## src/core/sfp_defines.vh

```
// constants for the serial flash pin and hold front end
// assumes plain verilog includes by bare name
`ifndef SFP_DEFINES_VH
`define SFP_DEFINES_VH
`define SFP_ADDR_W 20
`define SFP_TOP_ADDR 20'hfffff
`define SFP_PAGE_SHIFT 8
`define SFP_BLK4_SHIFT 12
`define SFP_BLK32_SHIFT 15
`define SFP_SECT_SHIFT 16
`define SFP_ERASE_4K 3'h1
`define SFP_ERASE_32K 3'h2
`define SFP_ERASE_64K 3'h3
`define SFP_ERASE_CHIP 3'h4
`define SFP_ERASE_NONE 3'h0
`define SFP_MODE_SINGLE 2'h0
`define SFP_MODE_DUAL 2'h1
`define SFP_MODE_QUAD 2'h2
`define SFP_FIFO_DEPTH 16
`endif

```

## src/core/sfp_fifo.v

```verilog
// small flip-flop fifo with valid/ready on both sides
// assumes one clock domain, synchronous active-high reset
`timescale 1ns/1ps
module sfp_fifo #(
    parameter WIDTH = 8,
    parameter DEPTH = 16,
    parameter AW = 4
) (
    input wire clk,
    input wire reset,
    input wire [WIDTH-1:0] in_data,
    input wire in_valid,
    output wire in_ready,
    output wire [WIDTH-1:0] out_data,
    output wire out_valid,
    input wire out_ready
);
    reg [WIDTH-1:0] mem_q [0:DEPTH-1]; // storage
    reg [AW-1:0] wr_q; // write index
    reg [AW-1:0] rd_q; // read index
    reg [AW:0] cnt_q; // fill level
    wire push;
    wire pop;
    assign in_ready = (cnt_q != DEPTH[AW:0]);
    assign out_valid = (cnt_q != {(AW+1){1'b0}});
    assign out_data = mem_q[rd_q];
    assign push = in_valid & in_ready;
    assign pop = out_valid & out_ready;
    // storage write
    always @(posedge clk) begin
        if (push) begin
            mem_q[wr_q] <= in_data;
        end
    end
    // pointers and level
    always @(posedge clk) begin
        if (reset) begin
            wr_q <= {AW{1'b0}};
            rd_q <= {AW{1'b0}};
            cnt_q <= {(AW+1){1'b0}};
        end else begin
            if (push) begin
                wr_q <= (wr_q == DEPTH[AW-1:0] - 1'b1) ? {AW{1'b0}} : wr_q + 1'b1;
            end
            if (pop) begin
                rd_q <= (rd_q == DEPTH[AW-1:0] - 1'b1) ? {AW{1'b0}} : rd_q + 1'b1;
            end
            if (push & ~pop) begin
                cnt_q <= cnt_q + 1'b1;
            end else if (pop & ~push) begin
                cnt_q <= cnt_q - 1'b1;
            end
        end
    end
endmodule

```

## src/core/sfp_pin_io.v

```verilog
// serial flash pin front end: shifter, multi-line output, hold pause
// assumes a slower spi clock on pins, sampled by clk; the command
// decoder beside it picks the mode and feeds read bytes via the fifo
`timescale 1ns/1ps
`include "sfp_defines.vh"
module sfp_pin_io #(
    parameter DEPTH = `SFP_FIFO_DEPTH
) (
    input wire clk,
    input wire reset,
    input wire cs_n_pin,
    input wire sck_pin,
    input wire [3:0] quad_data_lines_i,
    output wire [3:0] quad_data_lines_o,
    output wire [3:0] quad_data_lines_oe_n,
    input wire [1:0] out_mode,
    input wire out_active,
    input wire [7:0] rd_data,
    input wire rd_valid,
    output wire rd_ready,
    output reg [7:0] rx_byte_q,
    output reg rx_valid_q,
    output reg frame_start_q,
    output reg frame_end_q,
    output reg selected_q,
    output reg hold_active_q,
    output reg wp_lock_q,
    input wire [`SFP_ADDR_W-1:0] erase_addr,
    input wire [2:0] erase_kind,
    output reg [`SFP_ADDR_W-1:0] erase_base_q,
    output reg [`SFP_ADDR_W-1:0] erase_last_q
);
    // two-stage synchronisers for clock and data pins, three stages for chip select
    reg [1:0] cs_s1_q;
    reg [1:0] cs_s2_q;
    reg sck_s1_q;
    reg sck_s2_q;
    reg sck_prev_q;
    reg [3:0] io_s1_q;
    reg [3:0] io_s2_q;
    always @(posedge clk) begin
        if (reset) begin
            cs_s1_q <= 2'h3;
            cs_s2_q <= 2'h3;
            sck_s1_q <= 1'b0;
            sck_s2_q <= 1'b0;
            sck_prev_q <= 1'b0;
            io_s1_q <= 4'hf;
            io_s2_q <= 4'hf;
        end else begin
            cs_s1_q <= {cs_s1_q[0], cs_n_pin};
            cs_s2_q <= {cs_s2_q[0], cs_s1_q[1]};
            sck_s1_q <= sck_pin;
            sck_s2_q <= sck_s1_q;
            sck_prev_q <= sck_s2_q;
            io_s1_q <= quad_data_lines_i; // undriven pins arrive high (pull-up)
            io_s2_q <= io_s1_q;
        end
    end
    wire cs_n = cs_s2_q[0];
    wire cs_n_prev = cs_s2_q[1];
    wire sck_rise = sck_s2_q & ~sck_prev_q;
    wire sck_fall = ~sck_s2_q & sck_prev_q;
    // hold and protect pins are inputs only outside quad output
    wire quad_out = out_active & (out_mode == `SFP_MODE_QUAD);
    wire dual_out = out_active & (out_mode == `SFP_MODE_DUAL);
    wire hold_pin_n = quad_out ? 1'b1 : io_s2_q[3];
    wire wp_pin_n = quad_out ? 1'b1 : io_s2_q[2];
    wire hold_now = hold_active_q | (~hold_pin_n & ~sck_s2_q);
    wire live = ~cs_n & ~hold_now; // clock edges count only here

    // fifo between read data source and output shifter
    wire [7:0] ff_data;
    wire ff_valid;
    reg ff_pop;
    // an empty fifo sends a zero byte, never stale storage
    wire [7:0] ff_byte = ff_valid ? ff_data : 8'h00;
    sfp_fifo #(.WIDTH(8), .DEPTH(DEPTH), .AW(4)) u_fifo (
        .clk(clk),
        .reset(reset),
        .in_data(rd_data),
        .in_valid(rd_valid),
        .in_ready(rd_ready),
        .out_data(ff_data),
        .out_valid(ff_valid),
        .out_ready(ff_pop)
    );

    // frame, hold and protect tracking
    always @(posedge clk) begin
        if (reset) begin
            selected_q <= 1'b0;
            hold_active_q <= 1'b0;
            frame_start_q <= 1'b0;
            frame_end_q <= 1'b0;
            wp_lock_q <= 1'b0;
        end else begin
            frame_start_q <= cs_n_prev & ~cs_n; // falling select starts
            frame_end_q <= ~cs_n_prev & cs_n; // rising select ends
            selected_q <= ~cs_n;
            wp_lock_q <= ~wp_pin_n; // low protect pin locks blocks
            if (cs_n) begin
                hold_active_q <= 1'b0;
            end else if (~hold_pin_n & ~sck_s2_q) begin
                hold_active_q <= 1'b1; // pause, no state lost
            end else if (hold_pin_n) begin
                hold_active_q <= 1'b0; // resume in place
            end
        end
    end

    // input shifter and output shifter; state kept across hold
    reg [2:0] in_cnt_q; // bit position of receive byte
    reg [6:0] in_sh_q;
    reg [7:0] out_sh_q; // bits being sent, msb first
    reg [3:0] out_left_q; // bits left in out_sh_q
    reg [3:0] drive_q; // registered line values
    reg out_loaded_q;
    reg [2:0] step;
    always @* begin
        ff_pop = 1'b0;
        step = dual_out ? 3'h2 : (quad_out ? 3'h4 : 3'h1);
        if (live & sck_fall & out_active & (out_left_q == 4'h0) & ff_valid) begin
            ff_pop = 1'b1;
        end
    end
    always @(posedge clk) begin
        if (reset) begin
            in_cnt_q <= 3'h0;
            in_sh_q <= 7'h00;
            rx_byte_q <= 8'h00;
            rx_valid_q <= 1'b0;
            out_sh_q <= 8'h00;
            out_left_q <= 4'h0;
            drive_q <= 4'h0;
            out_loaded_q <= 1'b0;
        end else begin
            rx_valid_q <= 1'b0;
            if (cs_n) begin
                in_cnt_q <= 3'h0;
                out_left_q <= 4'h0;
                out_loaded_q <= 1'b0;
            end else if (live & sck_rise & ~out_active) begin
                // sample serial input on rising edge
                in_sh_q <= {in_sh_q[5:0], io_s2_q[0]};
                in_cnt_q <= in_cnt_q + 3'h1;
                if (in_cnt_q == 3'h7) begin
                    rx_byte_q <= {in_sh_q, io_s2_q[0]};
                    rx_valid_q <= 1'b1;
                end
            end else if (live & sck_fall & out_active) begin
                // change outputs on falling edge only
                out_loaded_q <= 1'b1;
                if (out_left_q == 4'h0) begin
                    if (quad_out) begin
                        drive_q <= ff_byte[7:4]; // four bits per edge
                        out_sh_q <= {ff_byte[3:0], 4'h0};
                    end else if (dual_out) begin
                        drive_q <= {2'h0, ff_byte[7:6]}; // two bits per edge
                        out_sh_q <= {ff_byte[5:0], 2'h0};
                    end else begin
                        drive_q <= {2'h0, ff_byte[7], 1'b0}; // single line out
                        out_sh_q <= {ff_byte[6:0], 1'b0};
                    end
                    out_left_q <= ff_valid ? (4'h8 - {1'b0, step}) : 4'h0;
                end else begin
                    if (quad_out) begin
                        drive_q <= out_sh_q[7:4];
                        out_sh_q <= {out_sh_q[3:0], 4'h0};
                    end else if (dual_out) begin
                        drive_q <= {2'h0, out_sh_q[7:6]};
                        out_sh_q <= {out_sh_q[5:0], 2'h0};
                    end else begin
                        drive_q <= {2'h0, out_sh_q[7], 1'b0};
                        out_sh_q <= {out_sh_q[6:0], 1'b0};
                    end
                    out_left_q <= out_left_q - {1'b0, step};
                end
            end
        end
    end

    // output enables, low while driving; float when deselected or held
    wire drv = out_active & out_loaded_q & ~cs_n & ~hold_active_q;
    assign quad_data_lines_o = drive_q;
    assign quad_data_lines_oe_n[1] = ~drv; // serial output line
    assign quad_data_lines_oe_n[0] = ~(drv & (dual_out | quad_out));
    assign quad_data_lines_oe_n[2] = ~(drv & quad_out);
    assign quad_data_lines_oe_n[3] = ~(drv & quad_out);

    // erase range decode: hold has no path here, so it never pauses it
    always @(posedge clk) begin
        if (reset) begin
            erase_base_q <= {`SFP_ADDR_W{1'b0}};
            erase_last_q <= {`SFP_ADDR_W{1'b0}};
        end else begin
            case (erase_kind)
                `SFP_ERASE_4K: begin
                    erase_base_q <= {erase_addr[19:`SFP_BLK4_SHIFT], 12'h000};
                    erase_last_q <= {erase_addr[19:`SFP_BLK4_SHIFT], 12'hfff};
                end
                `SFP_ERASE_32K: begin
                    erase_base_q <= {erase_addr[19:`SFP_BLK32_SHIFT], 15'h0000};
                    erase_last_q <= {erase_addr[19:`SFP_BLK32_SHIFT], 15'h7fff};
                end
                `SFP_ERASE_64K: begin
                    erase_base_q <= {erase_addr[19:`SFP_SECT_SHIFT], 16'h0000};
                    erase_last_q <= {erase_addr[19:`SFP_SECT_SHIFT], 16'hffff};
                end
                `SFP_ERASE_CHIP: begin
                    erase_base_q <= {`SFP_ADDR_W{1'b0}};
                    erase_last_q <= `SFP_TOP_ADDR;
                end
                default: begin
                    erase_base_q <= erase_base_q;
                    erase_last_q <= erase_last_q;
                end
            endcase
        end
    end
endmodule

```

## config.mk

```make
export PLATFORM = sky130hd
export DESIGN_NAME = sfp_pin_io
export DESIGN_NICKNAME = d
export VERILOG_FILES = /design/src/core/sfp_fifo.v /design/src/core/sfp_pin_io.v
export VERILOG_INCLUDE_DIRS = /design/src /design/src/core
export SDC_FILE = /design/constraint.sdc
export NUM_CORES = 1
export LEC_CHECK = 0
export BUFFER_PORTS_ARGS = -buffer_cell sky130_fd_sc_hd__buf_4
export CAP_MARGIN = 20
export CORE_ASPECT_RATIO = 1.25
export CORE_MARGIN = 2
export CORE_UTILIZATION = 58
export DETAILED_ROUTE_END_ITERATION = 10
export HOLD_SLACK_MARGIN = 0.06
export PLACE_DENSITY = 0.84
export SLEW_MARGIN = 0
export SYNTH_ARGS = -nofsm -noshare
export SYNTH_HDL_FRONTEND = slang
export SYNTH_SLANG_ARGS = --single-unit
```

## constraint.sdc

```tcl
create_clock -name clk -period 3.6 [get_ports clk]
set_input_delay 0.18 -clock clk [delete_from_list [all_inputs] [get_ports clk]]
set_output_delay 0.18 -clock clk [all_outputs]
set_load 0.05 [all_outputs]
```

Yosys cells after proc, flatten, opt, wreduce, memory -nomap -nowiden
Memory sizes are Yosys's and may differ from the RTL's. A register that Yosys moved wholly into a read port is not among the register bits.
Index checks and enable logic that the tools add are counted.
{"block": "op_classes", "mux": 31, "reduce_logical": 11, "n_div": 0, "add_sub_neg": 7, "n_mul": 0, "bitwise_logic": 40, "n_lt_le_gt_ge": 0, "shifts": 0, "n_eq_ne": 10}
{"cell": "$pmux W20 S4", "count": 2}
{"cell": "$mux W8", "count": 6}
{"cell": "$mux W4", "count": 9}
{"cell": "$and A1 B1 Y1", "count": 23}
{"cell": "$not A1 Y1", "count": 15}
{"cell": "$mux W1", "count": 10}
{"cell": "$mux W5", "count": 2}
{"cell": "$add A4 B1 Y4 const B", "count": 2}
{"cell": "$eq A4 B4 Y1 const B", "count": 2}
{"cell": "$eq A3 B2 Y1 const B", "count": 2}
{"cell": "$eq A3 B3 Y1 const B", "count": 2}
{"cell": "$mux W3", "count": 2}
{"cell": "$reduce_and A3 Y1", "count": 2}
{"cell": "$add A5 B1 Y5 const B", "count": 1}
{"cell": "$ne A5 B5 Y1 const B", "count": 1}
{"cell": "$reduce_bool A5 Y1", "count": 1}
{"cell": "$sub A5 B1 Y5 const B", "count": 1}
{"cell": "$logic_not A4 Y1", "count": 1}
{"cell": "$reduce_and A2 Y1", "count": 2}
{"cell": "$reduce_bool A2 Y1", "count": 2}
{"cell": "$reduce_bool A4 Y1", "count": 1}
{"cell": "$sub A4 B3 Y4", "count": 1}
{"cell": "$sub A4 B3 Y4 const A", "count": 1}
{"cell": "$add A3 B1 Y3 const B", "count": 1}
{"cell": "other kinds (6)", "count": 7}
{"block": "word_totals", "latch_bits": 0, "inputBits": 43, "out_inout_bits": 63, "memories": 1, "wordCells": 125, "rom_bits": 0, "ramBits": 128, "regBits": 109}
{"memory": "u_fifo.mem_q", "depth": 16, "word_bits": 8, "rd": 1, "rd_clocked_by_memory_dff": 1, "wr": 1, "line": "sfp_fifo.v:18", "text": "reg [WIDTH-1:0] mem_q [0:DEPTH-1];"}

Longest topological paths before layout
{"block": "depth", "word_depth": 17, "depth_mapped": 15, "mapped_depth_nobuf": 13}

Hierarchy
A second synthesis with hierarchy kept.
{"block": "unflattened", "hier_cells": 668, "area_unflattened_um2": 9076.2}
{"mod": "sfp_fifo", "area_per_inst_um2": 5771.8, "n_inst": 1, "cells_per_inst": 311}
{"mod": "sfp_pin_io", "area_per_inst_um2": 3304.4, "n_inst": 1, "cells_per_inst": 357}

Worst setup path after synthesis
Ideal clock, no wire load.
{"block": "synth_path", "path_kind": "register to register", "start": "register u_fifo.cnt_q[0]", "end": "register u_fifo.cnt_q[4]", "path_slack_ps": 775, "path_stages_with_launch": 13, "path_buffers": 0, "arrival_time_ps": 2754, "synth_period_minus_slack_ps": 2825, "required_ps": 3530, "cell_sequence": "dfxtp_1 or4_1 o21ai_1 nor2_2 inv_2 ha_1 inv_1 fa_1 a21o_1 a21oi_1 xnor2_1 or3_1 a21oi_1"}
{"block": "synth_between", "elab_chain_len": 7, "word_cells_on_any_way": 15, "classes_between": "add/sub: 2; eq/ne: 1; mux: 3; bitwise: 7; reduce/logical: 2"}
{"item": "from (decl)", "line": "sfp_fifo.v:21", "text": "reg [AW:0] cnt_q;"}
{"item": "from (signal assigned)", "line": "sfp_fifo.v:40", "text": "cnt_q <= {(AW+1){1'b0}};"}
{"item": "from (signal assigned)", "line": "sfp_fifo.v:49", "text": "cnt_q <= cnt_q + 1'b1;"}
{"item": "from (signal assigned)", "line": "sfp_fifo.v:51", "text": "cnt_q <= cnt_q - 1'b1;"}
{"item": "$reduce_bool A5 Y1", "line": "sfp_fifo.v:25", "text": "assign out_valid = (cnt_q != {(AW+1){1'b0}});"}
{"item": "$and A1 B1 Y1", "line": "sfp_pin_io.v:123", "text": "if (live & sck_fall & out_active & (out_left_q == 4'h0) & ff_valid) begin"}
{"item": "$mux W1", "line": "sfp_pin_io.v:123"}
{"item": "$and A1 B1 Y1", "line": "sfp_fifo.v:28", "text": "assign pop = out_valid & out_ready;"}
{"item": "$not A1 Y1", "line": "sfp_fifo.v:48", "text": "if (push & ~pop) begin"}
{"item": "$and A1 B1 Y1", "line": "sfp_fifo.v:48"}
{"item": "$mux W5 / $reduce_bool A2 Y1 (equally long branches)"}
Parallel ways exist; a longest one is shown, timed or not. The select of a mux whose other input is x is not followed.
A chain may end at the register's enable or synchronous reset.

Worst setup path after layout
{"block": "layout_path", "start": "register out_left_q[3]", "end": "register u_fifo.cnt_q[4]"}
{"block": "layout_between", "elab_chain_len": 8, "word_cells_on_any_way": 10, "classes_between": "mux: 2; bitwise: 6; reduce/logical: 2"}
{"item": "from (decl)", "line": "sfp_pin_io.v:116", "text": "reg [3:0] out_left_q;"}
{"item": "from (signal assigned)", "line": "sfp_pin_io.v:165", "text": "out_left_q <= ff_valid ? (4'h8 - {1'b0, step}) : 4'h0;"}
{"item": "from (signal assigned)", "line": "sfp_pin_io.v:177", "text": "out_left_q <= out_left_q - {1'b0, step};"}
{"item": "$logic_not A4 Y1 *", "line": "sfp_pin_io.v:123"}
{"item": "$and A1 B1 Y1 * (2 in series)", "line": "sfp_pin_io.v:123"}
{"item": "$mux W1 *", "line": "sfp_pin_io.v:123"}
{"item": "$and A1 B1 Y1 *", "line": "sfp_fifo.v:28"}
{"item": "$not A1 Y1", "line": "sfp_fifo.v:48"}
{"item": "$and A1 B1 Y1", "line": "sfp_fifo.v:48"}
{"item": "$mux W5 / $reduce_bool A2 Y1 (equally long branches)"}
Every way passes the cells marked *; elsewhere a longest branch is shown, timed or not.

==> metrics <==
hold buffers post-CTS=23; Buffers on Ports=80; Ys Warns=0; Die Area=between 0.015 and 0.02 mm^2; Worst Tran Pin Value=~1.1 ns; Die Wd=115 um; worst slack at placement=0.320 ns; Core Footprint=0.0151 mm^2; root buffer cell=clkbuf_16; slowest cell on the critical path=nor4_1; RSZ-0062 raised after global routing=no; status=complete, no violations; worst min path class=input port to flop; GRT Util Overall=24.4%; Nets=~840; Tot Pwr=about 0.0054 W; WS Path Type=flop to flop; Yosys top cell by area=edfxtp_1; first-pass GRT wire length=30700 um; Worst IR Drop VDD=376 uV; Worst-path clk slew=about 0.070 ns; Synth top area share=between 40 and 50%; endpoint class of the critical path=flop; CTS sink count=~220; data required time at the worst endpoint=about 4.0 ns; TritonCTS Buffers=21; FFs w/ async S/R, synth=0%; max_cap viols=0; Slew HR=23.5%; Final Max Tran Viols=0; synthesized area per cell=about 13 um^2; Ports=~110; Final min period=around 3.4 ns; Synth cell types=64; largest net degree at the start of global routing=between 70 and 80; Post-CTS Setup Bufs=0; final non-filler cell total=~1000; # resized after CTS=0; EDFF count, synth=128; largest family of logic cells by synthesized area=multiplexers; Iteration-0 DRC Markers=725; die height=approximately 140 um; Worst Skew=approximately 0.011 ns; Post-Synth XOR/XNOR Area=0.973%; final WL=20000 um; antenna violations before repair=0; Reg2Reg Depth=12; switching share of power=between 20% and 30%; slowest stage delay, CP=0.69 ns; vias in the first global route=around 5900; antenna fix cells=0; sw power=between 0.001 and 0.0015 W; Logic pwr share=11.6%; Routed Antenna Nets=0; share of layout cells above drive strength 1=21.4%; drt pass-1 iters=5; CTS tree=built; top post-synthesis cells by area=edfxtp_1 43%, dfxtp_1 19%, mux4_2 7.8%, mux2i_1 3.3%, nor2_1 3.3%; sequential area share after synthesis=~62%; WHS Path Cells=3; worst setup margin=~0.23 ns; DRC viols=0; CTS max path bufs=3; cell row count=50; leakage=3.71 nW; Reg area=around 0.0056 mm^2; Synth Area in Simple Gates=between 10% and 20%; hold slack=around 0.085 ns; Via density=roughly 6; Hold Violations, Final=0; area of the multi-input gates=just over 0.003 mm^2; worst skew pair latency=0.49 ns; fin crit share=~94%; Int Pwr=0.00409 W; setup violators final=0; sequential power share=roughly half; crit-path max FO=6; area grow syn2layout=17.0%; Fin Setup TNS=0 ns; hpwl dp=12500 um; crit path cell chain=nor4_1 -> o21ai_1 -> nor2_2 -> inv_2 -> ha_1 -> inv_1 -> ha_1 -> a21o_1 -> a21oi_1 -> xnor2_1 -> or3_1 -> a21oi_1; post-synthesis compound-gate area fraction=roughly 8%; GRT overflow=0; power per cell area=516 mW/mm^2; Seq cells post-synth=around 220; clock power share=between 30% and 40%; Cells after Synth=between 600 and 700; # placed instances=940; fillcell total=approximately 1000; Critical Path AT=between 3 and 4 ns; Adder-Cell Fraction of Synth Area=under 10%; Max Fclk=297 MHz; Setup crit start kind=flop; Wirelength per Cell=about 20 um; Synth Flop Type=edfxtp_1; CTS HTree Levels=1; Final Wtd Congestion=around 0.93; mux cell area share after synthesis=11.5%; DR vias=~6000; post-synthesis cell area=between 0.009 and 0.01 mm^2; Starting Density=59.7%
==> layout by cell type, fill, tap and decap left out, drive strengths merged, types with 17 or more instances in the layout <==
master         n
dlygate4sd3   23
nand2         43
edfxtp       128
clkbuf        28
nand3         17
dfxtp         87
a21oi         34
mux2i         30
buf           93
nor2          80
mux4          31
==> power by group through the flow <==
| stage | clock [W] | combinational [W] | sequential (W) |
|---|---|---|---|
| 2_1_floorplan | 0 | 0.000394 | 0.00281 |
| 3_3_place_gp | 0 | 0.000565 | 0.00276 |
| 3_5_place_dp | 0 | 0.000595 | 0.00277 |
| 4_1_cts | 0.00212 | 0.000621 | 0.00272 |
| 5_1_grt | 0.00222 | 0.000676 | 0.00273 |
| 6_report | 0.00209 | 0.000629 | 0.00272 |
==> critical path, delay by kind of cell (launching register included) <==
family,cells,cell delay [ns]
DFF,1,0.33
buffers and inverters,2,0.26
xor gates and xnor gates,1,0.10
and+or+nand+nor,3,1.33
AOI/OAI and AO/OA,4,0.75
adders and majority gates,2,0.52
==> logic make-up (layout without fill, tap and decap cells) <==
kind of cell / count (synthesis) / after routing
AO/OA/AOI/OAI: 110 / 110
XOR/XNOR: 10 / 10
adder cells (fa/ha/maj): 16 / 16
buffers and inverters: 75 / 168
flip-flops: 215 / 215
multiplexers: 64 / 64
other: 1 / 12
AND/OR/NAND/NOR: 199 / 199
==> metrics by stage <==
stage | utilization [%] | area, um^2
after floorplan | - | 9040
after global placement | 64.0 | 9640
after detailed placement | 64.0 | 9640
after CTS | 69.8 | 10500
after global routing | 69.9 | 10500
final | 69.9 | 10500
==> layer usage <==
| metal | vias up | global-route usage, % | part of all wire (%) |
|---|---|---|---|
| met5 | - | 0 | 0 |
| met4 | 0 | 8.75 | 3.1 |
| met3 | 66 | 4.09 | 6.4 |
| met2 | 302 | 43.5 | 53 |
| met1 | 2917 | 29.7 | 38 |
| li1 | 2699 | - | - |
==> registers in the layout (all words and copies together) (netlist names), 4 cells and up, named ones only <==
name               cells
u_fifo.rd_q            4
erase_base_q           8
u_fifo.wr_q            4
out_left_q             4
in_sh_q                7
erase_last_q           9
quad_data_lines_o      4
u_fifo.mem_q         128
out_sh_q               7
rx_byte_q              8
u_fifo.cnt_q           5
==> cell type report <==
cell class / instances / area share (%)
clock buffers: 28 / 5.43
repair buffers: 116 / 8.81
multi-input cells: 411 / 29.0
flip-flops and latches: 215 / 53.0
well taps: 208 / 2.47
clock inverters: 10 / 0.760
inverters: 14 / 0.499
==> final timing paths <==
check	start	endpoint	slack [ns]
max	out_left_q[3]$_SDFFE_PP0P_	u_fifo.cnt_q[4]$_SDFFE_PP0P_	0.23
min	erase_addr[15]	erase_last_q[15]$_SDFFE_PP0P_	0.09
min reg2reg	io_s1_q[3]$_SDFF_PP1_	io_s2_q[3]$_SDFF_PP1_	0.40
max reg2reg	out_left_q[3]$_SDFFE_PP0P_	u_fifo.cnt_q[4]$_SDFFE_PP0P_	0.23
==> cells in the mapped netlist, drive strengths merged, types with 2 or more instances <==
cell type and n:
a21oi 34, mux4 31, or4 2, dfxtp 87, nand2 43, clkbuf 21
nand3b 3, and2 2, and3 2, o221ai 3, nor4 7, nand2b 5
nor3 12, ha 14, a21o 4, o21a 5, a2111oi 4, a221oi 4
xor2 4, inv 14, fa 2, nor2 80, nand3 17, a211o 2
or2 11, mux2 3, nor2b 7, mux2i 30, a311oi 2, a211oi 6
edfxtp 128, a22o 6, a22oi 7, xnor2 6, buf 40, o22ai 8
a31oi 2, or3 2, o21ai 15
Power figures use the tool's default switching activity.
